File: src/hdl/asc_regs.vh
// Register offsets, field positions, reset values and timing for the
// converter sequence control. Definitions only.
`ifndef ASC_REGS_VH
`define ASC_REGS_VH

`define ASC_OFF_CTRL1 8'h00
`define ASC_OFF_CTRL2 8'h04
`define ASC_OFF_CTRL4 8'h08
`define ASC_OFF_STAT 8'h0c
`define ASC_OFF_SCAN 8'h10
`define ASC_OFF_DMAADR 8'h14
`define ASC_OFF_BUF 8'h40

`define ASC_B_ON 15
`define ASC_B_SIDL 13
`define ASC_B_DMABM 12
`define ASC_B_RES 10
`define ASC_B_FMT_HI 9
`define ASC_B_FMT_LO 8
`define ASC_B_SRC_HI 7
`define ASC_B_SRC_LO 5
`define ASC_B_GRP 4
`define ASC_B_SIM 3
`define ASC_B_AUTO_SAMPLE_START 2
`define ASC_B_SAMPLE_BIT 1
`define ASC_B_DONE 0

`define ASC_B_SCAN 10
`define ASC_B_CHANNEL_COUNT_SELECT_HI 9
`define ASC_B_CHANNEL_COUNT_SELECT_LO 8
`define ASC_B_RATE_HI 6
`define ASC_B_RATE_LO 2
`define ASC_B_DMAEN 8

`define ASC_CTRL1_RST 16'h0000
`define ASC_CTRL1_WMASK 16'hb7fc
`define ASC_CTRL2_WMASK 16'h077c
`define ASC_CTRL4_WMASK 16'h0107

`define ASC_AUTO_NS 200
`define ASC_AUTO_CYC 8'h08
`define ASC_RESP_OKAY 2'b00
`define ASC_RESP_SLVERR 2'b10

`endif

File: src/hdl/asc_seq_ctrl.v
// Converter sequence control: sample/convert sequencing, result formatting,
// sixteen-word result buffer or single word for DMA, AXI4-Lite registers.
// Assumes an external converter that answers conv_start with conv_done.
`timescale 1ns/1ps
`include "asc_regs.vh"

// Overview of operation
// - Interrupt flag after interrupt-rate conversions, gated by enable
// - Scan list restarts when rate count completes
// - Non-DMA buffer pointer returns to word zero
// - DMA: results in word zero, rate advances address
// - Sixteen words filled in conversion order
// - Done cleared at conversion start, set at end
// - Software writes zero clear done, ones ignored
// - Converter runs only while module on is set
// - Stop in idle halts operation during idle
// - DMA address in order or scatter/gather
// - Resolution bit picks 12-bit or 10-bit
// - Ten-bit results formatted by format field
// - Twelve-bit results formatted by same codes
// - Group one triggers: PWM 1-3, generator outs
// - Group zero triggers by source code
// - Simultaneous sample in 10-bit mode only
// - Auto start resamples after each conversion
// - Code zero: software clears sample bit
// - Software sets sample bit to start sampling
// - Non-DMA interrupt every low-four-bits plus one
// - DMA advance every five-bit rate plus one
module asc_seq_ctrl (
   input wire aclk,
   input wire aresetn,
   input wire [7:0] s_axi_awaddr,
   input wire s_axi_awvalid,
   output wire s_axi_awready,
   input wire [31:0] s_axi_wdata,
   input wire [3:0] s_axi_wstrb,
   input wire s_axi_wvalid,
   output wire s_axi_wready,
   output wire [1:0] s_axi_bresp,
   output wire s_axi_bvalid,
   input wire s_axi_bready,
   input wire [7:0] s_axi_araddr,
   input wire s_axi_arvalid,
   output wire s_axi_arready,
   output wire [31:0] s_axi_rdata,
   output wire [1:0] s_axi_rresp,
   output wire s_axi_rvalid,
   input wire s_axi_rready,
   input wire idle_mode,
   input wire irq_enable,
   input wire [2:0] pwm_gen_trig,
   input wire [3:0] trigger_gen_out,
   input wire charge_time_unit,
   input wire timer5_match,
   input wire pwm_special_event,
   input wire timer3_match,
   input wire external_irq_zero,
   output wire conv_start,
   output wire [3:0] sample_channels,
   output wire [3:0] scan_index,
   input wire conv_done,
   input wire [11:0] conv_data,
   output wire adc_irq,
   output wire dma_request,
   output wire [15:0] dma_address
);

   localparam ST_IDLE = 2'd0;
   localparam ST_SAMPLE = 2'd1;
   localparam ST_CONV = 2'd2;

   reg [15:0] ctrl1_reg;
   reg [15:0] ctrl2_reg;
   reg [15:0] ctrl4_reg;
   reg [15:0] scan_reg;
   reg [1:0] state_reg;
   reg [1:0] state_next;
   reg [15:0] buf_mem [0:15];
   reg [3:0] wptr_reg;
   reg [4:0] rate_cnt_reg;
   reg [3:0] scan_pos_reg;
   reg [15:0] dma_addr_reg;
   reg irq_flag_reg;
   reg dma_req_reg;
   reg ext0_d_reg;
   reg [7:0] auto_cnt_reg;
   reg conv_start_reg;
   reg [15:0] fmt_data;
   reg trig;
   reg aw_held_reg;
   reg w_held_reg;
   reg [7:0] awaddr_reg;
   reg [31:0] wdata_reg;
   reg bvalid_reg;
   reg [1:0] bresp_reg;
   reg rvalid_reg;
   reg [31:0] rdata_reg;
   reg [1:0] rresp_reg;
   reg [31:0] rd_word;
   reg rd_ok;

   wire on = ctrl1_reg[`ASC_B_ON] &
      ~(ctrl1_reg[`ASC_B_SIDL] & idle_mode);
   wire res12 = ctrl1_reg[`ASC_B_RES];
   wire [2:0] src = ctrl1_reg[`ASC_B_SRC_HI:`ASC_B_SRC_LO];
   wire dma_on = ctrl4_reg[`ASC_B_DMAEN];
   wire [4:0] rate = ctrl2_reg[`ASC_B_RATE_HI:`ASC_B_RATE_LO];
   // Non-DMA uses only the low four bits
   wire [4:0] rate_lim = dma_on ? rate : {1'b0, rate[3:0]};
   // Compare by >= so a rate lowered mid-count still wraps at once
   wire rate_hit = conv_done & (state_reg == ST_CONV) &
      (rate_cnt_reg >= rate_lim);
   wire ext0_edge = external_irq_zero & ~ext0_d_reg;
   wire wr_do = aw_held_reg & w_held_reg & ~bvalid_reg;
   wire wr_ctrl1 = wr_do & (awaddr_reg == `ASC_OFF_CTRL1);
   wire [15:0] wd = wdata_reg[15:0];
   wire [15:0] wmask1 = `ASC_CTRL1_WMASK;

   assign s_axi_awready = ~aw_held_reg;
   assign s_axi_wready = ~w_held_reg;
   assign s_axi_bvalid = bvalid_reg;
   assign s_axi_bresp = bresp_reg;
   assign s_axi_arready = ~rvalid_reg;
   assign s_axi_rvalid = rvalid_reg;
   assign s_axi_rdata = rdata_reg;
   assign s_axi_rresp = rresp_reg;
   assign conv_start = conv_start_reg;
   assign adc_irq = irq_flag_reg & irq_enable;
   assign dma_request = dma_req_reg;
   assign dma_address = dma_addr_reg;
   assign scan_index = scan_pos_reg;
   // Channel set sampled together; 12-bit has one sample/hold
   assign sample_channels = (res12 | ~ctrl1_reg[`ASC_B_SIM]) ? 4'h1 :
      ctrl2_reg[`ASC_B_CHANNEL_COUNT_SELECT_HI] ? 4'hf :
      ctrl2_reg[`ASC_B_CHANNEL_COUNT_SELECT_LO] ? 4'h3 : 4'h1;

   // Trigger select that ends sampling
   always @* begin
      trig = 1'b0;
      if (ctrl1_reg[`ASC_B_GRP]) begin
         case (src)
            3'h0: trig = pwm_gen_trig[0];
            3'h1: trig = pwm_gen_trig[1];
            3'h2: trig = pwm_gen_trig[2];
            3'h3: trig = trigger_gen_out[0];
            3'h4: trig = trigger_gen_out[1];
            3'h5: trig = trigger_gen_out[2];
            3'h6: trig = trigger_gen_out[3];
            default: trig = 1'b0;
         endcase
      end else begin
         case (src)
            3'h7: trig = (auto_cnt_reg == `ASC_AUTO_CYC);
            3'h6: trig = charge_time_unit;
            3'h4: trig = timer5_match;
            3'h3: trig = pwm_special_event;
            3'h2: trig = timer3_match;
            3'h1: trig = ext0_edge;
            3'h0: trig = wr_ctrl1 & ~wd[`ASC_B_SAMPLE_BIT];
            default: trig = 1'b0;
         endcase
      end
   end

   // Result formatting
   always @* begin
      fmt_data = 16'h0000;
      if (res12) begin
         case (ctrl1_reg[`ASC_B_FMT_HI:`ASC_B_FMT_LO])
            2'b00: fmt_data = {4'h0, conv_data};
            2'b01: fmt_data = {{5{~conv_data[11]}}, conv_data[10:0]};
            2'b10: fmt_data = {conv_data, 4'h0};
            default: fmt_data = {~conv_data[11], conv_data[10:0], 4'h0};
         endcase
      end else begin
         case (ctrl1_reg[`ASC_B_FMT_HI:`ASC_B_FMT_LO])
            2'b00: fmt_data = {6'h00, conv_data[9:0]};
            2'b01: fmt_data = {{7{~conv_data[9]}}, conv_data[8:0]};
            2'b10: fmt_data = {conv_data[9:0], 6'h00};
            default: fmt_data = {~conv_data[9], conv_data[8:0], 6'h00};
         endcase
      end
   end

   // Sequencer
   always @* begin
      state_next = state_reg;
      case (state_reg)
         ST_IDLE:
            if (on & (ctrl1_reg[`ASC_B_AUTO_SAMPLE_START] |
               (wr_ctrl1 & wd[`ASC_B_SAMPLE_BIT])))
               state_next = ST_SAMPLE;
         ST_SAMPLE:
            if (trig)
               state_next = ST_CONV;
         ST_CONV:
            if (conv_done)
               state_next = ctrl1_reg[`ASC_B_AUTO_SAMPLE_START] ? ST_SAMPLE : ST_IDLE;
         default: state_next = ST_IDLE;
      endcase
      if (!on)
         state_next = ST_IDLE;
   end

   always @(posedge aclk) begin
      if (!aresetn) begin
         state_reg <= ST_IDLE;
         ctrl1_reg <= `ASC_CTRL1_RST;
         ctrl2_reg <= 16'h0000;
         ctrl4_reg <= 16'h0000;
         scan_reg <= 16'h0000;
         wptr_reg <= 4'h0;
         rate_cnt_reg <= 5'h00;
         scan_pos_reg <= 4'h0;
         dma_addr_reg <= 16'h0000;
         irq_flag_reg <= 1'b0;
         dma_req_reg <= 1'b0;
         ext0_d_reg <= 1'b0;
         auto_cnt_reg <= 8'h00;
         conv_start_reg <= 1'b0;
      end else begin
         state_reg <= state_next;
         ext0_d_reg <= external_irq_zero;
         conv_start_reg <= (state_reg == ST_SAMPLE) & (state_next == ST_CONV);
         dma_req_reg <= 1'b0;
         auto_cnt_reg <= (state_reg == ST_SAMPLE) ?
            auto_cnt_reg + 8'h01 : 8'h00;
         if (wr_do & (awaddr_reg == `ASC_OFF_CTRL2))
            ctrl2_reg <= wd & `ASC_CTRL2_WMASK;
         if (wr_do & (awaddr_reg == `ASC_OFF_CTRL4))
            ctrl4_reg <= wd & `ASC_CTRL4_WMASK;
         if (wr_do & (awaddr_reg == `ASC_OFF_SCAN))
            scan_reg <= wd;
         // Status write: one in bit 0 clears the flag
         if (wr_do & (awaddr_reg == `ASC_OFF_STAT) & wd[0])
            irq_flag_reg <= 1'b0;
         if (wr_ctrl1) begin
            ctrl1_reg[15:2] <= wd[15:2] & wmask1[15:2];
            if (!wd[`ASC_B_DONE])
               ctrl1_reg[`ASC_B_DONE] <= 1'b0;
         end
         // Sample bit mirrors the sample phase
         ctrl1_reg[`ASC_B_SAMPLE_BIT] <= (state_next == ST_SAMPLE);
         if (state_next == ST_CONV && state_reg == ST_SAMPLE)
            ctrl1_reg[`ASC_B_DONE] <= 1'b0;
         if (state_reg == ST_CONV && conv_done) begin
            ctrl1_reg[`ASC_B_DONE] <= 1'b1;
            if (dma_on) begin
               buf_mem[0] <= fmt_data;
               dma_req_reg <= 1'b1;
            end else begin
               buf_mem[wptr_reg] <= fmt_data;
               wptr_reg <= rate_hit ? 4'h0 : wptr_reg + 4'h1;
            end
            rate_cnt_reg <= rate_hit ? 5'h00 : rate_cnt_reg + 5'h01;
            // Next scan entry in order, else restart
            if (ctrl2_reg[`ASC_B_SCAN])
               scan_pos_reg <= rate_hit ? 4'h0 :
                  scan_pos_reg + 4'h1;
            if (rate_hit) begin
               irq_flag_reg <= 1'b1;
               if (dma_on)
                  dma_addr_reg <= ctrl1_reg[`ASC_B_DMABM] ?
                     dma_addr_reg + 16'h0001 :
                     {8'h00, scan_pos_reg, 4'h0} +
                     ({13'h0000, ctrl4_reg[2:0]});
            end
         end
      end
   end

   // AXI4-Lite write side; address and data taken in either order
   always @(posedge aclk) begin
      if (!aresetn) begin
         aw_held_reg <= 1'b0;
         w_held_reg <= 1'b0;
         awaddr_reg <= 8'h00;
         wdata_reg <= 32'h00000000;
         bvalid_reg <= 1'b0;
         bresp_reg <= `ASC_RESP_OKAY;
      end else begin
         if (s_axi_awvalid & ~aw_held_reg) begin
            aw_held_reg <= 1'b1;
            awaddr_reg <= {s_axi_awaddr[7:2], 2'b00};
         end
         if (s_axi_wvalid & ~w_held_reg) begin
            w_held_reg <= 1'b1;
            wdata_reg <= s_axi_wdata;
         end
         if (wr_do) begin
            bvalid_reg <= 1'b1;
            bresp_reg <= (awaddr_reg <= `ASC_OFF_SCAN) ?
               `ASC_RESP_OKAY : `ASC_RESP_SLVERR;
         end
         if (bvalid_reg & s_axi_bready) begin
            bvalid_reg <= 1'b0;
            aw_held_reg <= 1'b0;
            w_held_reg <= 1'b0;
         end
      end
   end

   // Read decode; buffer words are read only
   always @* begin
      rd_word = 32'h00000000;
      rd_ok = 1'b1;
      if (s_axi_araddr >= `ASC_OFF_BUF)
         rd_word = {16'h0000, buf_mem[s_axi_araddr[5:2]]};
      else case ({s_axi_araddr[7:2], 2'b00})
         `ASC_OFF_CTRL1: rd_word = {16'h0000, ctrl1_reg[15:4],
            ctrl1_reg[3] & ~res12, ctrl1_reg[2:0]};
         `ASC_OFF_CTRL2: rd_word = {16'h0000, ctrl2_reg};
         `ASC_OFF_CTRL4: rd_word = {16'h0000, ctrl4_reg};
         `ASC_OFF_STAT: rd_word = {27'h0000000, wptr_reg, irq_flag_reg};
         `ASC_OFF_SCAN: rd_word = {16'h0000, scan_reg};
         `ASC_OFF_DMAADR: rd_word = {16'h0000, dma_addr_reg};
         default: rd_ok = 1'b0;
      endcase
   end

   always @(posedge aclk) begin
      if (!aresetn) begin
         rvalid_reg <= 1'b0;
         rdata_reg <= 32'h00000000;
         rresp_reg <= `ASC_RESP_OKAY;
      end else if (s_axi_arvalid & ~rvalid_reg) begin
         rvalid_reg <= 1'b1;
         rdata_reg <= rd_word;
         rresp_reg <= rd_ok ? `ASC_RESP_OKAY : `ASC_RESP_SLVERR;
      end else if (rvalid_reg & s_axi_rready) begin
         rvalid_reg <= 1'b0;
      end
   end

endmodule
File: config.mk
export PLATFORM = sky130hd
export DESIGN_NAME = asc_seq_ctrl
export DESIGN_NICKNAME = d
export VERILOG_FILES = /design/src/hdl/asc_seq_ctrl.v
export VERILOG_INCLUDE_DIRS = /design/src /design/src/hdl
export SDC_FILE = /design/constraint.sdc
export NUM_CORES = 1
export LEC_CHECK = 0
export BUFFER_PORTS_ARGS = -buffer_cell sky130_fd_sc_hd__buf_2
export CAP_MARGIN = 10
export CORE_ASPECT_RATIO = 0.5
export CORE_MARGIN = 2
export CORE_UTILIZATION = 45
export CTS_CLUSTER_DIAMETER = 40
export DETAILED_ROUTE_END_ITERATION = 12
export GPL_TIMING_DRIVEN = 0
export MAX_ROUTING_LAYER = met4
export PLACE_DENSITY = 0.66
export REMOVE_ABC_BUFFERS = 1
export SLEW_MARGIN = 10
export SYNTH_ARGS = -nofsm -noshare
export SYNTH_HDL_FRONTEND = slang
export SYNTH_SLANG_ARGS = --single-unit
File: constraint.sdc
create_clock -name aclk -period 2 [get_ports aclk]
set_input_delay 0.1 -clock aclk [delete_from_list [all_inputs] [get_ports aclk]]
set_output_delay 0.1 -clock aclk [all_outputs]
set_load 0.02 [all_outputs]
==> qor.csv, run 1 <==
stage;metric;value;unit
outcome;status;finished, violations left;
outcome;violations;negative setup slack;
route;viasPerCell;5.87;
timing;fin_crit;2.01;ns
worst_hold_path;hold_class;primary input to flop;
timing;tightest_slew;1.18;ns
die;die_w;273;um
synth;synth_most_common_cell;edfxtp_1;
cells_and_area;drive_above_1_share;26.6;%
global_route;grt_first_pass_wirelength;66.1;mm
synth;ys_top_cells_by_area;edfxtp_1, dfxtp_1, mux4_2, mux2i_1, nand2_1;
cells_and_area;diodes;0;
timing;rsz0062_at_grt;yes;
clocking;clk_pin_slew;0.06;ns
placement;portBuffers;110;
die;std_cell_rows;49;
setup_path;cp_max_fo;13;
synth;synth_top_cell_area_share;47.1;%
clocking;htreeDepth;2;
timing;fmax;0.497;GHz
cells_and_area;finalNonFillerCells;1921;
cells_and_area;largest-register;buf_mem;
route;via_count;11285;
setup_path;crit_type;flop to flop;
synth;synth_top_area_cell;edfxtp_1;
timing;slew_headroom;21.2;%
clocking;tritoncts;done;
clocking;cts.path.max_buffers;3;
synth;synthArstFlopShare;0;%
timing;drv_slew;0;
timing;finalHoldViolCount;0;
route;drt_iter0_drc;1257;
cells_and_area;finish.utilization;55.6;%
synth;synth_area;16300;um^2
synth;ys_warn_count;0;
synth;synth_edf_count;256;
setup_path;cp.arrival;2.25;ns
die;num_io_pins;154;
die;core-area;35800;um^2
cells_and_area;fillCellCount;2843;
cells_and_area;num-nets-final;1505;
power;leakage;0.00705;uW
global_route;grt_max_degree;60;
timing;finalCritPeriodShare;101;%
setup_path;cp.required;2.24;ns
flow_run;cap_violations;0;
clocking;clock_latency;0.54;ns
clocking;cts_num_sinks;385;
placement;gp_congestion;0.892;
route;drc;0;
synth;ys_ff_latch;385;
cells_and_area;largest_reg_flops;256;
die;die_area;37900;um^2
clocking;cts_buffers;38;
clocking;clockRootBuffer;clkbuf_16;
global_route;grt_overflow;0;
power;ir_worst_vdd;498;uV
synth;ys.flop_type;edfxtp_1;
global_route;grt_pass1_vias;11370;
route;totalWireLength;44.1;mm
synth;synth_common_cells;edfxtp_1, dfxtp_1, nand2_1;
placement;pre_cts_slack;-1.29;ns
global_route;grt_usage;23.6;%
route;ant_nets;0;
placement;place_inst;1776;
power;finalPower;17000;uW
placement;hpwl;28.2;mm
timing;setup_viol_count_final;11;
synth;synth_area_per_cell;13.3;um^2
timing;setup_slack;-0.0105;ns
global_route;antenna_found_initial;0;
die;start_util;45.6;%
route;first_pass_iters;6;
power;p_per_area;851;nW/um^2
synth;ys_seq_area_share;62.9;%
timing;clock_skew;0.0201;ns
die;fp.dieH;139;um
setup_path;start_kind;flop;
synth;synthDistinctLibCells;79;
route;wire_per_inst;23.0;um
synth;syn_inst;1231;
setup_path;critPathCaptureType;flop;
cells_and_area;area_growth;22.0;%
## kinds of logic (layout without fill, tap and decap cells)
| kind of cell | count (synthesis) | count (layout) | share of synthesized area [%] |
|---|---|---|---|
| XOR/XNOR | 8 | 8 | 0.429 |
| adder cells (fa/ha/maj) | 11 | 11 | 0.843 |
| buffers and inverters | 105 | 293 | 3.50 |
| AO/OA/AOI/OAI | 238 | 239 | 9.76 |
| AND/OR/NAND/NOR | 346 | 346 | 10.4 |
| flip-flops | 385 | 385 | 62.9 |
| multiplexers | 136 | 136 | 12.1 |
| other | 2 | 19 | 0.0460 |
## critical path, stage by stage, from the launching register on
cell and delay [ns]:
dfxtp_1 0.38, nor2b_4 0.18, nand3_4 0.14, nor2_4 0.18
nand3b_1 0.16, buf_4 0.21, nor2_4 0.22, buf_8 0.22
## path summary, 6_finish.rpt
path	depth (start not counted)	endpoint	slack [ns]	from
max	7	buf_mem[7][9]	-0.01	state_reg[0]
min	2	ctrl1_reg[0]	0.06	aresetn
max reg2reg	7	buf_mem[7][9]	-0.01	state_reg[0]
min reg2reg	2	wdata_reg[14]	0.46	wdata_reg[14]
## placed cells by master, fill, tap and decap left out, drive strengths merged, types with 19 or more instances in the layout
cell and instances:
dlygate4sd3 32, nand3 34, nor2 92, buf 176, mux2i 80, edfxtp 256
o21ai 42, a22oi 23, mux4 48, dfxtp 129, nand2 121, conb 19
clkbuf 52, a21oi 78
## report_power, final
group	leakage, uW	internal, uW	switching (uW)
Combinational	0.00304	396	613
Sequential	0.00338	8510	72.4
Clock	0.000622	4360	3000
Total	0.00705	13300	3680
## final cells by class
class | count | area, um^2 | area share (%)
timing repair buffer | 208 | 1730 | 8.71
clock inverter | 17 | 220 | 1.11
clock buffer | 52 | 1050 | 5.30
inverter | 16 | 62.6 | 0.314
sequential | 385 | 10300 | 51.7
tap | 484 | 606 | 3.04
multi-input combinational | 759 | 5940 | 29.8
## metal layers
metal | up-vias | global-route usage (%) | share of wire (%)
met4 | 0 | 9.35 | 3.7
met1 | 5656 | 29.4 | 40
li1 | 5003 | - | -
met5 | - | - | 0
met3 | 118 | 4.09 | 8.1
met2 | 508 | 38.6 | 49
## timing repair
| item | CTS | global route |
|---|---|---|
| buffers inserted | 25 | 18 |
| gates cloned | 0 | 1 |
| endpoints found under the hold margin | 29 | 0 |
| gates resized for setup | 62 | 30 |
| hold buffers | 32 | 0 |
| pin swaps | 22 | 9 |
| endpoints found under the setup margin | 489 | 364 |
## stage by stage
stage / cell area (um^2) / hold WS (ns) / setup TNS [ns]
detailed placement: 17500 / 0.298 / -317.99
global route: 19900 / 0.0492 / -0.363
finish: 19900 / 0.0560 / -0.0659
CTS: 19600 / 0.0334 / -0.938
global placement: 17000 / 0.286 / -678.83
floorplan: 15900 / 0.200 / -30.88
No activity file was read; power rests on OpenSTA's default activity.
==> inputs of run 2 (changes only) <==
PLACE_DENSITY = not set   (was 0.66)
clock period = 2.4 ns   (was 2 ns; I/O delays follow)
==> qor.csv, run 2 (synthesis results as in run 1) <==
stage;metric;value;unit
cells_and_area;largest-register;buf_mem;
die;fp.dieH;139;um
timing;finalHoldViolCount;0;
setup_path;crit_end;buf_mem[3][8];
clocking;htreeDepth;2;
global_route;grt_usage;23.1;%
route;drc;0;
clocking;cts.path.max_buffers;3;
global_route;grt_max_degree;75;
setup_path;critPathCaptureType;flop;
timing;clock_skew;0.0189;ns
clocking;tritoncts;done;
timing;slew_headroom;25.4;%
setup_path;cp_max_fo;10;
power;finalPower;14500;uW
setup_path;critPathTopFamily;simple AND/OR/NAND/NOR gates;
worst_hold_path;hold_class;primary input to flop;
placement;pre_cts_slack;-1.18;ns
die;die_w;273;um
setup_path;start_kind;flop;
global_route;grt_overflow;0;
setup_path;worstReg2RegEnd;buf_mem[3][8];
setup_path;cpMostUsedCell;nor2_2;
worst_hold_path;hold_start;aresetn;
setup_path;cp.required;2.65;ns
setup_path;cp.depth;6;
power;ir_worst_vdd;410;uV
power;leakage;0.00684;uW
global_route;grt_pass1_vias;10670;
setup_path;r2r-start;state_reg[0];
clocking;clock_latency;0.56;ns
die;start_util;45.6;%
cells_and_area;drive_above_1_share;23.8;%
placement;portBuffers;110;
global_route;grt_first_pass_wirelength;64.4;mm
cells_and_area;largest_reg_flops;256;
timing;setup_viol_count_final;0;
setup_path;cp.arrival;2.57;ns
timing;fin_crit;2.31;ns
timing;drv_slew;0;
cells_and_area;area_growth;19.2;%
clocking;cts_buffers;40;
timing;setup_slack;0.0864;ns
setup_path;cp_slowest_stage_delay;0.46;ns
timing;rsz0062_at_grt;yes;
route;wire_per_inst;22.3;um
clocking;clk_pin_slew;0.06;ns
route;via_count;10975;
clocking;cts_num_sinks;385;
die;std_cell_rows;49;
route;ant_nets;0;
route;totalWireLength;42.3;mm
route;drt_iter0_drc;1039;
setup_path;crit_path_cell_trace;nor2b_1 > nand3_1 > nor2_2 > nand2_1 > nor2_2 > buf_8;
setup_path;crit_type;flop to flop;
die;core-area;35800;um^2
global_route;antenna_found_initial;0;
cells_and_area;num-nets-final;1475;
power;p_per_area;746;nW/um^2
timing;holdWs;0.0628;ns
die;die_area;37900;um^2
setup_path;rrSetupSlack;0.09;ns
die;num_io_pins;154;
timing;fmax;0.432;GHz
flow_run;cap_violations;0;
setup_path;cp.buffers_inverters;1;
cells_and_area;diodes;0;
placement;hpwl;27.8;mm
cells_and_area;final_common_cell;edfxtp_1;
cells_and_area;mostFrequentLayoutCells;edfxtp_1, dfxtp_1, nand2_1, buf_2, mux2i_1;
timing;tightest_slew;1.12;ns
setup_path;reg2regPathDepth;6;
placement;gp_congestion;0.851;
route;first_pass_iters;5;
timing;finalCritPeriodShare;96.4;%
outcome;status;finished, final reports clean;
route;viasPerCell;5.79;
setup_path;worstSetupStartpoint;state_reg[0];
setup_path;slowest_stage;nor2_2;
clocking;clockRootBuffer;clkbuf_16;
==> run 2: worst min-delay path by stage <==
stage / cells after the start / slack [ns] / end
4_1_cts: 2 / 0.05 / ctrl1_reg[0]
3_5_place_dp: 2 / 0.31 / s_axi_rvalid
5_1_grt: 2 / 0.06 / ctrl1_reg[0]
6_report: 2 / 0.06 / ctrl1_reg[0]
3_3_place_gp: 2 / 0.31 / s_axi_rvalid
2_1_floorplan: 1 / 0.22 / s_axi_rvalid
==> run 2: area by class of cell <==
type	instances	area (um^2)
Sequential cell	385	10300
Inverter	16	62.6
Fill cell	2884	16400
Multi-Input combinational cell	758	5760
Clock buffer	49	1090
Tap cell	484	606
Clock inverter	25	298
Timing Repair Buffer	177	1360
==> run 2: timing repair <==
| item | in CTS | in global routing |
|---|---|---|
| gates resized for setup | 23 | 15 |
| pin swaps | 3 | 7 |
| hold buffers | 31 | 0 |
| endpoints found under the setup margin | 213 | 309 |
| endpoints found under the hold margin | 28 | 0 |
| gates cloned | 0 | 0 |
| setup buffers | 1 | 12 |
==> run 2: worst register-to-register path, cell delays in order (launching register included) <==
cell and delay [ns]:
dfxtp_1 0.35, nor2b_1 0.15, nand3_1 0.31, nor2_2 0.32, nand2_1 0.20, nor2_2 0.46
buf_8 0.24
==> run 2: power by group <==
part,switching [uW],internal (uW)
Combinational,498,315
Clock,2720,3830
Sequential,56.2,7090
==> run 2: per-layer routing <==
metal / global-route usage, % / wire length [um] / vias to the layer above
met1: 32.4 / 19100 / 5627
met3: 3.53 / 2610 / 65
met2: 35.1 / 19800 / 329
met5: - / 0 / -
met4: 6.27 / 869 / 0
li1: - / - / 4954
==> run 2: through the flow <==
stage / utilization, % / cell area, um^2 / instances / setup TNS [ns]
floorplan: - / 15900 / 1159 / -8.03
global placement: 47.6 / 17000 / 1753 / -488.56
detailed placement: 48.7 / 17500 / 1776 / -164.45
CTS: 53.8 / 19300 / 1882 / -4.40
global route: 54.3 / 19500 / 1894 / -3.67
finish: 54.3 / 19500 / 1894 / 0
==> inputs of run 3 (changes only) <==
BUFFER_PORTS_ARGS = -buffer_cell sky130_fd_sc_hd__buf_4   (was -buffer_cell sky130_fd_sc_hd__buf_2)
==> qor.csv, run 3 (synthesis results as in run 1) <==
stage;metric;value;unit
outcome;status;finished, final reports clean;
flow_run;cap_violations;0;
global_route;grt_first_pass_wirelength;63.4;mm
setup_path;cp.required;2.64;ns
clocking;cts_num_sinks;385;
clocking;clockRootBuffer;clkbuf_16;
timing;tns;0;ns
setup_path;slowest_stage;nand3b_1;
clocking;clock_latency;0.54;ns
route;wl_met2;19.7;mm
cells_and_area;finish.utilization;54.7;%
setup_path;start_kind;flop;
timing;clock_skew;0.0170;ns
route;wl_met1;19.1;mm
clocking;clk_pin_slew;0.06;ns
cells_and_area;drive_above_1_share;23.0;%
global_route;grt_pass1_vias;10494;
setup_path;crit_path_cell_trace;nor2b_1 > nand3_1 > nor2_1 > nand3b_1 > nor2_4 > buf_8;
die;core-area;35800;um^2
cells_and_area;num-nets-final;1480;
timing;finalCritPeriodShare;98.5;%
power;power.share.sequential;51.5;%
power;ir_worst_vdd;443;uV
route;top_layer;met4;
placement;gp_congestion;0.864;
die;fp.dieH;139;um
die;num_io_pins;154;
timing;tightest_slew;1.27;ns
power;p_int;10800;uW
clocking;cts.path.max_buffers;3;
route;viasPerCell;5.80;
global_route;grt_overflow;0;
cells_and_area;fillCellCount;2951;
cells_and_area;area_growth;19.9;%
route;via_count;10970;
power;leakage;0.00684;uW
timing;holdWs;0.0894;ns
route;ant_nets;0;
power;p_per_area;709;nW/um^2
worst_hold_path;hold_class;primary input to flop;
setup_path;cp_max_fo;9;
route;first_pass_iters;6;
timing;fin_crit;2.36;ns
route;routed-wl-met3;2.80;mm
power;switching_share;22.2;%
global_route;grt_max_degree;79;
timing;slew_headroom;15.3;%
die;std_cell_rows;49;
placement;place_inst;1776;
global_route;antenna_found_initial;0;
route;totalWireLength;42.6;mm
setup_path;crit_type;flop to flop;
die;die_area;37900;um^2
setup_path;critPathCaptureType;flop;
die;start_util;45.6;%
route;drc;0;
placement;hpwl;27.9;mm
power;pwr-share-clk;42.3;%
route;wire_per_inst;22.5;um
power;pwr-share-comb;6.2;%
timing;drv_slew;0;
cells_and_area;finalNonFillerCells;1892;
timing;fmax;0.423;GHz
global_route;grt_usage;22.8;%
timing;setup_viol_count_final;0;
timing;finalHoldViolCount;0;
placement;portBuffers;110;
route;drt_iter0_drc;1136;
cells_and_area;mostFrequentLayoutCells;edfxtp_1, buf_4, dfxtp_1, nand2_1, mux2i_1;
clocking;cts_buffers;39;
cells_and_area;final_common_cell;edfxtp_1;
cells_and_area;diodes;0;
cells_and_area;largest-register;buf_mem;
clocking;tritoncts;done;
setup_path;cp_slowest_stage_delay;0.38;ns
power;p_switching;3090;uW
die;die_w;273;um
setup_path;cp.arrival;2.61;ns
cells_and_area;largest_reg_flops;256;
clocking;htreeDepth;2;
## run 3: cell types whose count changed in the layout (fill, tap and decap cells not counted), sizes merged
cell / change
inv: -6
clkinv: +3
clkinvlp: -1
clkbuf: -1
bufinv: -3
buf: +6
## run 3: repair_timing
action,4_1_cts,5_1_grt
buffers inserted,0,19
pin swaps,0,10
endpoints found under the setup margin,170,282
gates resized for setup,17,23
endpoints found under the hold margin,28,0
hold buffers,31,0
## run 3: final timing paths
| check | startpoint | endpoint | slack, ns | cells after the start |
|---|---|---|---|---|
| worst max-delay path | state_reg[0] | buf_mem[6][6] | 0.04 | 6 |
| worst min-delay path | aresetn | ctrl1_reg[0] | 0.09 | 2 |
| worst max register to register | state_reg[0] | buf_mem[6][6] | 0.04 | 6 |
| worst min register to register | ctrl1_reg[3] | ctrl1_reg[3] | 0.45 | 2 |
## run 3: layout make-up
class                   instances  area (um^2)  share of cell area [%]
clock buffers                  48         1050                    5.38
clock inverters                18          163                   0.831
inverters                      16         62.6                   0.320
multi-input cells             758         5770                    29.5
flip-flops and latches        385        10300                    52.5
well taps                     484          606                    3.09
repair buffers                183         1650                    8.42
## run 3: power by group through the flow
stage / Sequential (uW) / Clock [uW] / Combinational, uW
5_1_grt: 7150 / 6230 / 916
3_3_place_gp: 7300 / 0 / 774
3_5_place_dp: 7300 / 0 / 803
4_1_cts: 7150 / 5970 / 851
2_1_floorplan: 7310 / 0 / 385
6_report: 7150 / 5880 / 855
## run 3: per-layer routing
layer | vias to the layer above | global-route usage (%)
met5 | - | -
met4 | 0 | 6.38
met3 | 80 | 2.86
met2 | 384 | 34.5
met1 | 5552 | 32.6
li1 | 4954 | -
## run 3: per-stage QoR
step                      cell area (um^2)  total power [uW]  worst slack, ns
after floorplan                      15900              7690           -0.172
after global placement               17300              8070            -2.91
after detailed placement             17700              8100           -0.900
after CTS                            19300             14000          -0.0855
after global routing                 19600             14300           -0.119
final                                19600             13900           0.0369
## run 3: critical path, delay by kind of cell, from the launching register on
family,cells,cell delay [ns]
simple gates,5,1.52
flops,1,0.36
buf+inv,1,0.20
